===== src/pkg/pts_pkg.sv =====
// package: register map, fields and reset values of the periodic timer
package pts_pkg;
  localparam logic [11:0] OFF_CONTROL   = 12'h000;
  localparam logic [11:0] OFF_PERIOD    = 12'h004;
  localparam logic [11:0] OFF_COUNT     = 12'h008;
  localparam logic [11:0] OFF_IRQ_FLAG  = 12'h00C;
  localparam logic [11:0] OFF_IRQ_EN    = 12'h010;
  localparam logic [11:0] OFF_IRQ_CLEAR = 12'h014;

  localparam int unsigned POST_LSB   = 3;
  localparam int unsigned POST_MSB   = 6;
  localparam int unsigned RUN_BIT    = 2;
  localparam int unsigned PRE_LSB    = 0;
  localparam int unsigned PRE_MSB    = 1;
  localparam int unsigned MATCH_BIT  = 1;

  localparam logic [7:0] CONTROL_MASK = 8'h7F;
  localparam logic [7:0] IRQ_MASK     = 8'hEF;
  localparam logic [7:0] CONTROL_RST  = 8'h00;
  localparam logic [7:0] PERIOD_RST   = 8'hFF;
  localparam logic [7:0] COUNT_RST    = 8'h00;
  localparam logic [7:0] IRQ_RST      = 8'h00;

  localparam logic [3:0] PRE_DIV1_LAST  = 4'h0;
  localparam logic [3:0] PRE_DIV4_LAST  = 4'h3;
  localparam logic [3:0] PRE_DIV16_LAST = 4'hF;

  typedef struct packed {
    logic [3:0] post_sel;
    logic       run;
    logic [1:0] pre_sel;
  } pts_ctrl_t;
endpackage : pts_pkg


===== src/core/pts_prescaler.sv =====
// input prescaler: one tick every 1, 4 or 16 clocks while running
`timescale 1ns/1ps
module pts_prescaler
  import pts_pkg::*;
(
  input  wire logic       pclk,
  input  wire logic       presetn,
  input  wire logic       run,
  input  wire logic [1:0] pre_sel,
  input  wire logic       clear,
  output logic            tick
);
  logic [3:0] div_reg;
  logic [3:0] div_next;
  logic [3:0] last_count;

  // upper select bit alone picks divide by 16
  assign last_count = pre_sel[1] ? PRE_DIV16_LAST :
                      (pre_sel[0] ? PRE_DIV4_LAST : PRE_DIV1_LAST);
  assign tick     = run && (div_reg >= last_count);
  assign div_next = (clear || !run || tick) ? 4'h0 : div_reg + 4'h1;

  always_ff @(posedge pclk or negedge presetn) begin
    if (!presetn) begin
      div_reg <= 4'h0;
    end else begin
      div_reg <= div_next;
    end
  end
endmodule : pts_prescaler


===== src/core/pts_timer.sv =====
// periodic timer with prescaler, period match and postscaler, APB slave
// How it works
// - The output divide select field in control bits 6:3 sets a postscaler ratio of value+1.
// - The input divide select in bits 1:0 divides by 1 for 00, 4 for 01 and 16 for 1x.
// - The count value is an 8-bit read/write register that resets to zero.
// - The match flag is flag bit 1 and its enable is enable bit 1, both cleared on reset.
// - Control bit 7 and flag/enable bit 4 read as zero and ignore writes.
// - The control register resets to zero so the timer starts stopped at 1:1 ratios.
//
// The APB register port and the register addresses were left to the implementer.
`timescale 1ns/1ps
module pts_timer
  import pts_pkg::*;
(
  input  wire logic        pclk,
  input  wire logic        presetn,
  input  wire logic        psel,
  input  wire logic        penable,
  input  wire logic        pwrite,
  input  wire logic [11:0] paddr,
  input  wire logic [31:0] pwdata,
  input  wire logic [3:0]  pstrb,
  output logic [31:0]      prdata,
  output logic             pready,
  output logic             pslverr,
  output logic             irq
);
  logic [7:0] control_reg;
  logic [7:0] period_reg;
  logic [7:0] count_reg;
  logic [7:0] count_next;
  logic [7:0] flag_reg;
  logic [7:0] flag_next;
  logic [7:0] enable_reg;
  logic [3:0] post_reg;
  logic [3:0] post_next;
  logic [31:0] rdata_next;

  pts_ctrl_t  ctrl;
  logic       wr_en;
  logic       rd_en;
  logic       lane0;
  logic       hit_control;
  logic       hit_period;
  logic       hit_count;
  logic       hit_flag;
  logic       hit_enable;
  logic       hit_clear;
  logic       mapped;
  logic       tick;
  logic       period_match;
  logic       post_wrap;
  logic [7:0] clear_bits;
  logic [7:0] wbyte;
  logic       pre_clear;

  function automatic logic addr_is(input logic [11:0] a, input logic [11:0] off);
    addr_is = (a == off);
  endfunction : addr_is

  // bus decode; every access completes in the first access cycle
  assign pready      = 1'b1;
  assign wr_en       = psel && penable && pwrite;
  assign rd_en       = psel && !penable && !pwrite;
  assign lane0       = pstrb[0];
  assign pre_clear   = wr_en && lane0 && (hit_count || hit_control);
  assign wbyte       = pwdata[7:0];
  assign hit_control = addr_is(paddr, OFF_CONTROL);
  assign hit_period  = addr_is(paddr, OFF_PERIOD);
  assign hit_count   = addr_is(paddr, OFF_COUNT);
  assign hit_flag    = addr_is(paddr, OFF_IRQ_FLAG);
  assign hit_enable  = addr_is(paddr, OFF_IRQ_EN);
  assign hit_clear   = addr_is(paddr, OFF_IRQ_CLEAR);
  assign mapped      = hit_control | hit_period | hit_count | hit_flag | hit_enable | hit_clear;
  // unmapped addresses answer with an error; clear register is write-only
  assign pslverr     = psel && penable && (!mapped || (!pwrite && hit_clear));

  assign ctrl = pts_ctrl_t'(control_reg[POST_MSB:PRE_LSB]);

  pts_prescaler u_pre (
    .pclk    (pclk),
    .presetn (presetn),
    .run     (ctrl.run),
    .pre_sel (ctrl.pre_sel),
    .clear   (pre_clear),
    .tick    (tick)
  );

  assign period_match = tick && (count_reg == period_reg);
  assign post_wrap    = period_match && (post_reg == ctrl.post_sel);

  // a software write to the count wins over the running count
  assign count_next = (wr_en && lane0 && hit_count) ? wbyte :
                      period_match ? 8'h00 :
                      tick ? count_reg + 8'h01 : count_reg;
  assign post_next  = pre_clear ? 4'h0 :
                      post_wrap ? 4'h0 :
                      period_match ? post_reg + 4'h1 : post_reg;

  assign clear_bits = (wr_en && lane0 && hit_clear) ? wbyte : 8'h00;
  // hardware set wins over a clear in the same cycle
  assign flag_next  = ((flag_reg & ~clear_bits) |
                      ({7'h00, post_wrap} << MATCH_BIT)) & IRQ_MASK;

  assign irq = |(flag_reg & enable_reg);

  assign rdata_next = hit_control ? {24'h0, control_reg} :
                      hit_period  ? {24'h0, period_reg} :
                      hit_count   ? {24'h0, count_reg} :
                      hit_flag    ? {24'h0, flag_reg} :
                      hit_enable  ? {24'h0, enable_reg} : 32'h0000_0000;

  always_ff @(posedge pclk or negedge presetn) begin
    if (!presetn) begin
      control_reg <= CONTROL_RST;
      period_reg  <= PERIOD_RST;
      enable_reg  <= IRQ_RST;
    end else if (wr_en && lane0) begin
      if (hit_control) begin
        control_reg <= wbyte & CONTROL_MASK;
      end
      if (hit_period) begin
        period_reg <= wbyte;
      end
      if (hit_enable) begin
        enable_reg <= wbyte & IRQ_MASK;
      end
    end
  end

  always_ff @(posedge pclk or negedge presetn) begin
    if (!presetn) begin
      count_reg <= COUNT_RST;
      post_reg  <= 4'h0;
      flag_reg  <= IRQ_RST;
    end else begin
      count_reg <= count_next;
      post_reg  <= post_next;
      flag_reg  <= flag_next;
    end
  end

  // read data captured in setup so it is stable through the access cycle
  always_ff @(posedge pclk or negedge presetn) begin
    if (!presetn) begin
      prdata <= 32'h0000_0000;
    end else if (rd_en) begin
      prdata <= rdata_next;
    end
  end

  // check-side helpers; they follow the ratios, not the datapath compare
  logic [4:0] gap_reg;
  logic [4:0] gap_next;
  logic [4:0] matches_reg;
  logic [4:0] matches_next;
  logic       count_load;
  logic       period_load;
  logic       control_load;
  logic       enable_load;
  logic       clear_match;

  function automatic logic [4:0] ratio_last(input logic [1:0] sel);
    ratio_last = sel[1] ? {1'b0, PRE_DIV16_LAST} :
                 (sel[0] ? {1'b0, PRE_DIV4_LAST} : {1'b0, PRE_DIV1_LAST});
  endfunction : ratio_last

  assign count_load   = wr_en && lane0 && hit_count;
  assign period_load  = wr_en && lane0 && hit_period;
  assign control_load = wr_en && lane0 && hit_control;
  assign enable_load  = wr_en && lane0 && hit_enable;
  assign clear_match  = wr_en && lane0 && hit_clear && wbyte[MATCH_BIT];

  // saturates, so a stuck divider cannot wrap back into a legal gap
  assign gap_next     = (pre_clear || !ctrl.run || tick) ? 5'h00 :
                        (gap_reg == 5'h1F) ? gap_reg : gap_reg + 5'h01;
  assign matches_next = (pre_clear || post_wrap) ? 5'h00 :
                        period_match ? matches_reg + 5'h01 : matches_reg;

  always_ff @(posedge pclk or negedge presetn) begin
    if (!presetn) begin
      gap_reg     <= 5'h00;
      matches_reg <= 5'h00;
    end else begin
      gap_reg     <= gap_next;
      matches_reg <= matches_next;
    end
  end

  // only the match bit of the flag register has a source here
  for (genvar b = 0; b < 8; b++) begin : g_spare
    if (b != MATCH_BIT) begin : g_bit

    end
  end
endmodule : pts_timer


===== config.mk =====
export PLATFORM = sky130hd
export DESIGN_NAME = pts_timer
export DESIGN_NICKNAME = d
export VERILOG_FILES = /design/src/pkg/pts_pkg.sv /design/src/core/pts_prescaler.sv /design/src/core/pts_timer.sv
export SDC_FILE = /design/constraint.sdc
export NUM_CORES = 1
export LEC_CHECK = 0
export CORE_MARGIN = 3
export CORE_UTILIZATION = 45
export CTS_CLUSTER_DIAMETER = 30
export CTS_CLUSTER_SIZE = 28
export DETAILED_ROUTE_END_ITERATION = 6
export DONT_BUFFER_PORTS = 1
export HOLD_SLACK_MARGIN = 0.06
export PLACE_DENSITY_LB_ADDON = 0.1
export SLEW_MARGIN = 10
export SYNTH_ARGS = -nofsm -noshare
export SYNTH_HDL_FRONTEND = slang
export SYNTH_SLANG_ARGS = --single-unit

===== constraint.sdc =====
create_clock -name pclk -period 2.9 [get_ports pclk]
set_input_delay 0.29 -clock pclk [delete_from_list [all_inputs] [get_ports pclk]]
set_output_delay 0.29 -clock pclk [all_outputs]
set_load 0.1 [all_outputs]

==> impl_results.md, run 1 <==
* Status: completed
* Initial antenna violation count at 0
* Inserted Clock Buffers at 5
* Sequential power share at 50.4%
* Most frequent cells in the layout: dfrtp_1 (45), nor2_1 (27), conb_1 (25)
* Final Hold Viols at 0
* Final Cycle Share at 84.4%
* Core area at 6570 um2
* Most used DFF post-synth: dfrtp_1
* Async set or reset register ratio after synthesis at 100%
* CP required at 3.15 ns
* Worst Hold Slack at 0.0802 ns
* Starting density of the core at 48.0%
* Via/cell ratio at roughly 5.7
* TritonCTS clock tree: done
* RSZ-0062 raised after global routing: no
* Remaining DRCs at 0
* Port Buffer Count at 0
* Post-synth top area cell: dfrtp_1
* Post-cts repair resize count at 0
* Grt total ovfl at 0
* Avg Cell Area, Syn at 9.81 um2
* LEAKAGE at 0.00152 uW
* Placer Congestion at between 0.8 and 0.9
* Worst Path Max Fanout at 15
* Final setup violation count at 0
* Reg2Reg Capture Point: u_pre.div_reg[3]
* Number of global-route vias before repair at 2223
* Max-Cap Viols at 0
* Last element of the critical path: u_pre.div_reg[3]
* Clock network fraction of design power at 35.3%
* Minimum clock period at 2.45 ns
* Wire per inst at 18.8 um
* Synth top area cells: dfrtp_1 (36%), dfstp_2 (6.7%), mux2_1 (6.1%)
* Number of flops mapped to enable cells by yosys at 0
* Synthesized cell area at around 3200 um2
* Total power at 1470 uW
* Placed wire-length estimate at between 5 and 6 mm
* Sw Share at 30.3%
* Commonest non-fill, non-tap cell in the layout: dfrtp_1
* Final WL at about 7.9 mm
* Register area share after synthesis at 42.4%
* Crit Path Class: flip-flop to flip-flop
* Top-Level Pins at 88
* Final Max Tran Viols at 0
* Finished Core Util at approximately half
* Clock transition at path regs at about 0.10 ns
* Row count at 29
* #FFs+latches synth at 53
* Combinational share of power at 14.3%
* Final nets at 389
* N_diodes at 0
* Clock Latency Late Sink at 0.31 ns
* NetSw at 446 uW
* CP endpoint kind: flip-flop
* First-pass GRT wire length at approximately 13 mm
* Gr usage total at 20.9%
* Deepest clock path buffer count at 2
* Drt first pass iters at 4
* Vias at 2414
* Crit Reg-Reg Startpoint: control_reg[0]
* Yosys cell types at 56
* Largest net degree at the start of global routing at 54
* Antenna-violating nets left at 0
* CP startpoint: control_reg[0]
* Worst Skew at slightly below 0.01 ns
* H-Tree Depth at 2
* Share of cells above drive strength 1 at 10.6%
* DR iter-0 viols at 251
* Setup TNS at 0 ns
* R2R depth at 7
* Synthesized instance count at 321
* Least-Margin Pin Slew at 0.912 ns
* Number of warning messages in the yosys log at 0
* Internal power at between 1000 and 1500 uW
* Worst slew margin at between 30% and 40%
* Die height at 89.7 um
* Worst R2R Setup Slack at ~0.45 ns
* Synth top area share at 35.7%
* Clock sinks at between 50 and 60
* F_max at 408 MHz
* Min-delay worst type: input pin to flip-flop
* Die Span X at 89.7 um
* Die area at between 8000 and 9000 um2
* PD cells at roughly 440 nW/um2
* Crit start category: flip-flop
* Layout area overhead at 7.07%
* Clock root buffer: clkbuf_8
* VDD IR max at 0.320 mV
* Worst EP arrival at 2.70 ns
[timing repair]
action,4_1_cts,5_1_grt
hold endpoints to repair,59,0
setup buffers,0,0
hold buffers,8,0
[cell families (layout without fill, tap and decap cells)]
family	Yosys count	count (layout)	synth area share, %
AO/OA/AOI/OAI	77	77	16.0
XOR/XNOR	14	14	4.13
adder cells (fa/ha/maj)	7	7	2.78
buffers and inverters	45	31	8.62
flip-flops	53	53	42.4
multiplexers	23	23	8.14
other	2	25	0.238
AND/OR/NAND/NOR	100	100	17.7
[critical path: stages (launching register included)]
cell	delay (ns)
dfrtp_1	0.43
or2_2	0.30
ha_1	0.27
nand2b_1	0.14
a2111o_1	0.44
nand2_1	0.38
nand3b_1	0.26
nor2_1	0.16
[how the worst min path moves through the flow]
stage / slack [ns] / end / cells after the start / start
finish: 0.08 / prdata[4] / 1 / paddr[4]
global route: 0.06 / prdata[4] / 1 / paddr[4]
CTS: 0.07 / prdata[4] / 1 / paddr[4]
detailed placement: -0.004 / u_pre.div_reg[1] / 0 / presetn
global placement: -0.004 / u_pre.div_reg[1] / 0 / presetn
floorplan: -0.006 / control_reg[0] / 0 / presetn
[layer usage]
layer	track usage, %	up-vias	wire length, um
met1	33.3	1190	3820
met3	3.65	8	452
met5	0	-	0
met2	29.1	71	3580
met4	4.47	0	87
li1	-	1145	-
[through the flow]
stage / area (um2) / cells / setup slack, ns
after floorplan: 3240 / 344 / 0.124
after global placement: 3160 / 407 / 0.489
after detailed placement: 3160 / 407 / 0.456
after CTS: 3370 / 423 / 0.422
after global routing: 3370 / 423 / 0.210
final: 3370 / 423 / 0.451
[cell usage after synthesis, types with 2 or more instances]
cell / number
nor3_1: 7
o21ai_1: 9
and3_1: 5
a21oi_1: 16
a21boi_1: 5
clkbuf_1: 9
nand3b_1: 2
a21boi_0: 2
nand2_1: 20
a41oi_1: 2
or4_1: 4
nand4_1: 8
inv_1: 8
a31oi_1: 7
conb_1: 2
nor2_1: 27
dfrtp_1: 45
ha_1: 7
a22oi_1: 2
buf_4: 25
mux2_1: 17
o31ai_1: 5
o21ai_0: 12
a221oi_1: 2
and2_1: 2
o41ai_1: 2
mux2_2: 4
nand4b_1: 2
o22ai_1: 2
nor2b_1: 4
nor4_2: 2
nor4_4: 2
dfstp_2: 8
xor2_1: 12
nand3_1: 7
a222oi_1: 5
mux2i_1: 2
[layout make-up]
type	instances	area, um2
Timing Repair Buffer	14	143
Inverter	9	33.8
Sequential cell	53	1340
Clock inverter	2	38.8
Clock buffer	6	72.6
Multi-Input combinational cell	246	1630
Tap cell	93	116
Fill cell	611	3190
[power groups by stage]
stage          Combinational [uW]  Clock [uW]  Sequential, uW
2_1_floorplan                 206           0             755
3_3_place_gp                  182           0             755
3_5_place_dp                  182           0             755
4_1_cts                       210         527             741
5_1_grt                       221         559             741
6_report                      210         519             741
Note: power is estimated with default switching activity, not from simulation.
==> inputs of run 2 (changes only) <==
==> constraint.sdc (replaced) <==
create_clock -name pclk -period 2.3 [get_ports pclk]
set_input_delay 0.23 -clock pclk [delete_from_list [all_inputs] [get_ports pclk]]
set_output_delay 0.23 -clock pclk [all_outputs]
set_load 0.1 [all_outputs]
==> run 2 against run 1 <==
Clock skew about the same. Critical path depth up 1. Register-to-register slack worse by 0.34 ns. Design area up 6.3%. Sequential share of layout area down 2.4 points.
==> impl_results.md, run 2 (same netlist as run 1, synthesis figures left out) <==
* CP endpoint kind: flip-flop
* Antenna-violating nets left at 0 (unchanged)
* Crit path buffers/inverters at 1 (+1)
* Worst EP arrival at 2.42 ns (-0.28 ns)
* Final Max Tran Viols at 0 (unchanged)
* Total power at 1760 uW (+20%)
* Final setup violation count at 0 (unchanged)
* Die area at 8040 um2 (unchanged)
* Clock sinks at 53 (unchanged)
* Remaining DRCs at 0 (unchanged)
* Cell Area, Placed at 3330 um2 (+5.4%)
* VDD IR max at 0.379 mV (+18%)
* Setup Slack @ Placement at 0.0353 ns (-0.421 ns)
* Final Cycle Share at 95.4% (+11 points)
* Final Instance Area at 3590 um2 (+6.3%)
* Most frequent cells in the layout: dfrtp_1 (45), nor2_1 (27), buf_4 (27)
* Share of cells above drive strength 1 at 16.2% (+5.6 points)
* Setup ws final at 0.106 ns (-0.345 ns)
* Deepest clock path buffer count at 2 (unchanged)
* Clock root buffer: clkbuf_8
* Hold depth at 1 (unchanged)
* Critical path, cell by cell: or2_4 > ha_1 > nand2b_1 > a2111o_1 > nand2_2 > buf_12 > or4_1 > a31oi_1
* Via/cell ratio at 5.69 (-0.24%)
* Layout area overhead at 13.9%
* CP required at 2.53 ns (-0.62 ns)
* Starting density of the core at 48.0% (unchanged)
* HP Start: pwdata[3]
* Vias at 2562 (+6.1%)
* LEAKAGE at 0.00166 uW (+8.7%)
* Drt first pass iters at 7 (+3)
* Final Hold Viols at 0 (unchanged)
* Inserted Clock Buffers at 5 (unchanged)
* Die Span X at 89.7 um (unchanged)
* H-Tree Depth at 2 (unchanged)
* Final WL at 7.99 mm (+0.69%)
* TritonCTS clock tree: done
* Clock Latency Late Sink at 0.31 ns (about the same)
* N_diodes at 0 (unchanged)
* Commonest non-fill, non-tap cell in the layout: dfrtp_1
* Max-Cap Viols at 0 (unchanged)
* Worst R2R Setup Slack at 0.11 ns (-0.34 ns)
* PD cells at 490 nW/um2 (+12%)
* Die height at 89.7 um (unchanged)
* Least-Margin Pin Slew at 0.611 ns (-0.301 ns)
* Max incr delay on CP at 0.49 ns (+0.05 ns)
* Row count at 29 (unchanged)
* Worst Path Max Fanout at 14 (-1)
* Final nets at 416 (+6.9%)
* Grt total ovfl at 0 (unchanged)
* Worst Hold Endpoint: enable_reg[3]
* Clock transition at path regs at 0.10 ns (about the same)
* Gr usage total at 21.0% (+0.17 points)
* R2R depth at 8 (+1)
* F_max at 456 MHz (+12%)
* Minimum clock period at 2.19 ns (-0.255 ns)
* Min-delay worst type: input pin to flip-flop
* Top-Level Pins at 88 (unchanged)
* Crit start category: flip-flop
* Largest net degree at the start of global routing at 54 (unchanged)
* Reg2Reg Capture Point: count_reg[4]
* Port Buffer Count at 0 (unchanged)
* Placed wire-length estimate at 5.74 mm (+0.29%)
* First-pass GRT wire length at 12.7 mm (+0.38%)
* DR iter-0 viols at 177 (-29%)
* Placer Congestion at 0.839 (about the same)
* Crit-path slowest cell: or4_1
* Setup TNS at 0 ns (unchanged)
* Worst slew margin at 58.9% (+20 points)
* Wire per inst at 17.8 um (-5.3%)
* Worst Skew at 0.00936 ns (-0.000476 ns)
* Number of global-route vias before repair at 2400 (+8.0%)
* RSZ-0062 raised after global routing: no
* Cell family with most CP delay: simple AND/OR/NAND/NOR gates
* Crit Reg-Reg Startpoint: control_reg[1]
* Crit Path Class: flip-flop to flip-flop
* Initial antenna violation count at 0 (unchanged)
* Core area at 6570 um2 (unchanged)
* Status: completed
run 2: per-layer routing:
layer  GRT usage [%]  vias up  part of all wire [%]
li1                -     1196                     -
met1            30.6     1241                    45
met2            31.5      108                    46
met3            4.38       17                   6.8
met4            6.22        0                   1.9
met5               0        -                     0
run 2: worst reg2reg max path: cells and delay by family (launching register included):
kind	cells	cell delay [ns]
buffers and inverters	1	0.15
and+or+nand+nor	4	0.93
adders and majority gates	1	0.27
DFF	1	0.39
AOI/OAI and AO/OA	2	0.37
run 2: worst max path at each step:
stage / start / to / slack, ns / depth (start not counted)
global route: control_reg[1] / count_reg[4] / 0.005 / 8
detailed placement: control_reg[1] / count_reg[6] / 0.04 / 7
floorplan: control_reg[1] / count_reg[7] / 0.11 / 8
global placement: control_reg[1] / count_reg[6] / 0.07 / 7
finish: control_reg[1] / count_reg[4] / 0.11 / 8
CTS: control_reg[1] / count_reg[6] / 0.02 / 7
run 2: metrics by stage:
step	util, %	hold WS (ns)	std cells
after CTS	54.1	0.0619	447
after floorplan	-	-0.0656	344
final	54.6	0.0679	450
after global placement	50.8	-0.0643	428
after detailed placement	50.8	-0.0642	428
after global routing	54.6	0.0624	450
run 2: where the power goes:
group | total [uW] | internal, uW | switching, uW
registers | 933 | 932 | 0.653
clock network | 548 | 246 | 301
logic | 277 | 36.8 | 241
run 2: cell type report:
cell class                      count  area (um2)
Inverter                            9        33.8
Fill cell                         611        2980
Multi-Input combinational cell    246        1640
Timing Repair Buffer               41         370
Sequential cell                    53        1340
Clock buffer                        8        90.1
Tap cell                           93         116
run 2: what timing repair did:
action | in CTS | in global routing
endpoints found under the hold margin | 79 | 2
buffers inserted | 0 | 1
hold buffers | 11 | 2
endpoints found under the setup margin | 0 | 7
gates resized for setup | 0 | 4
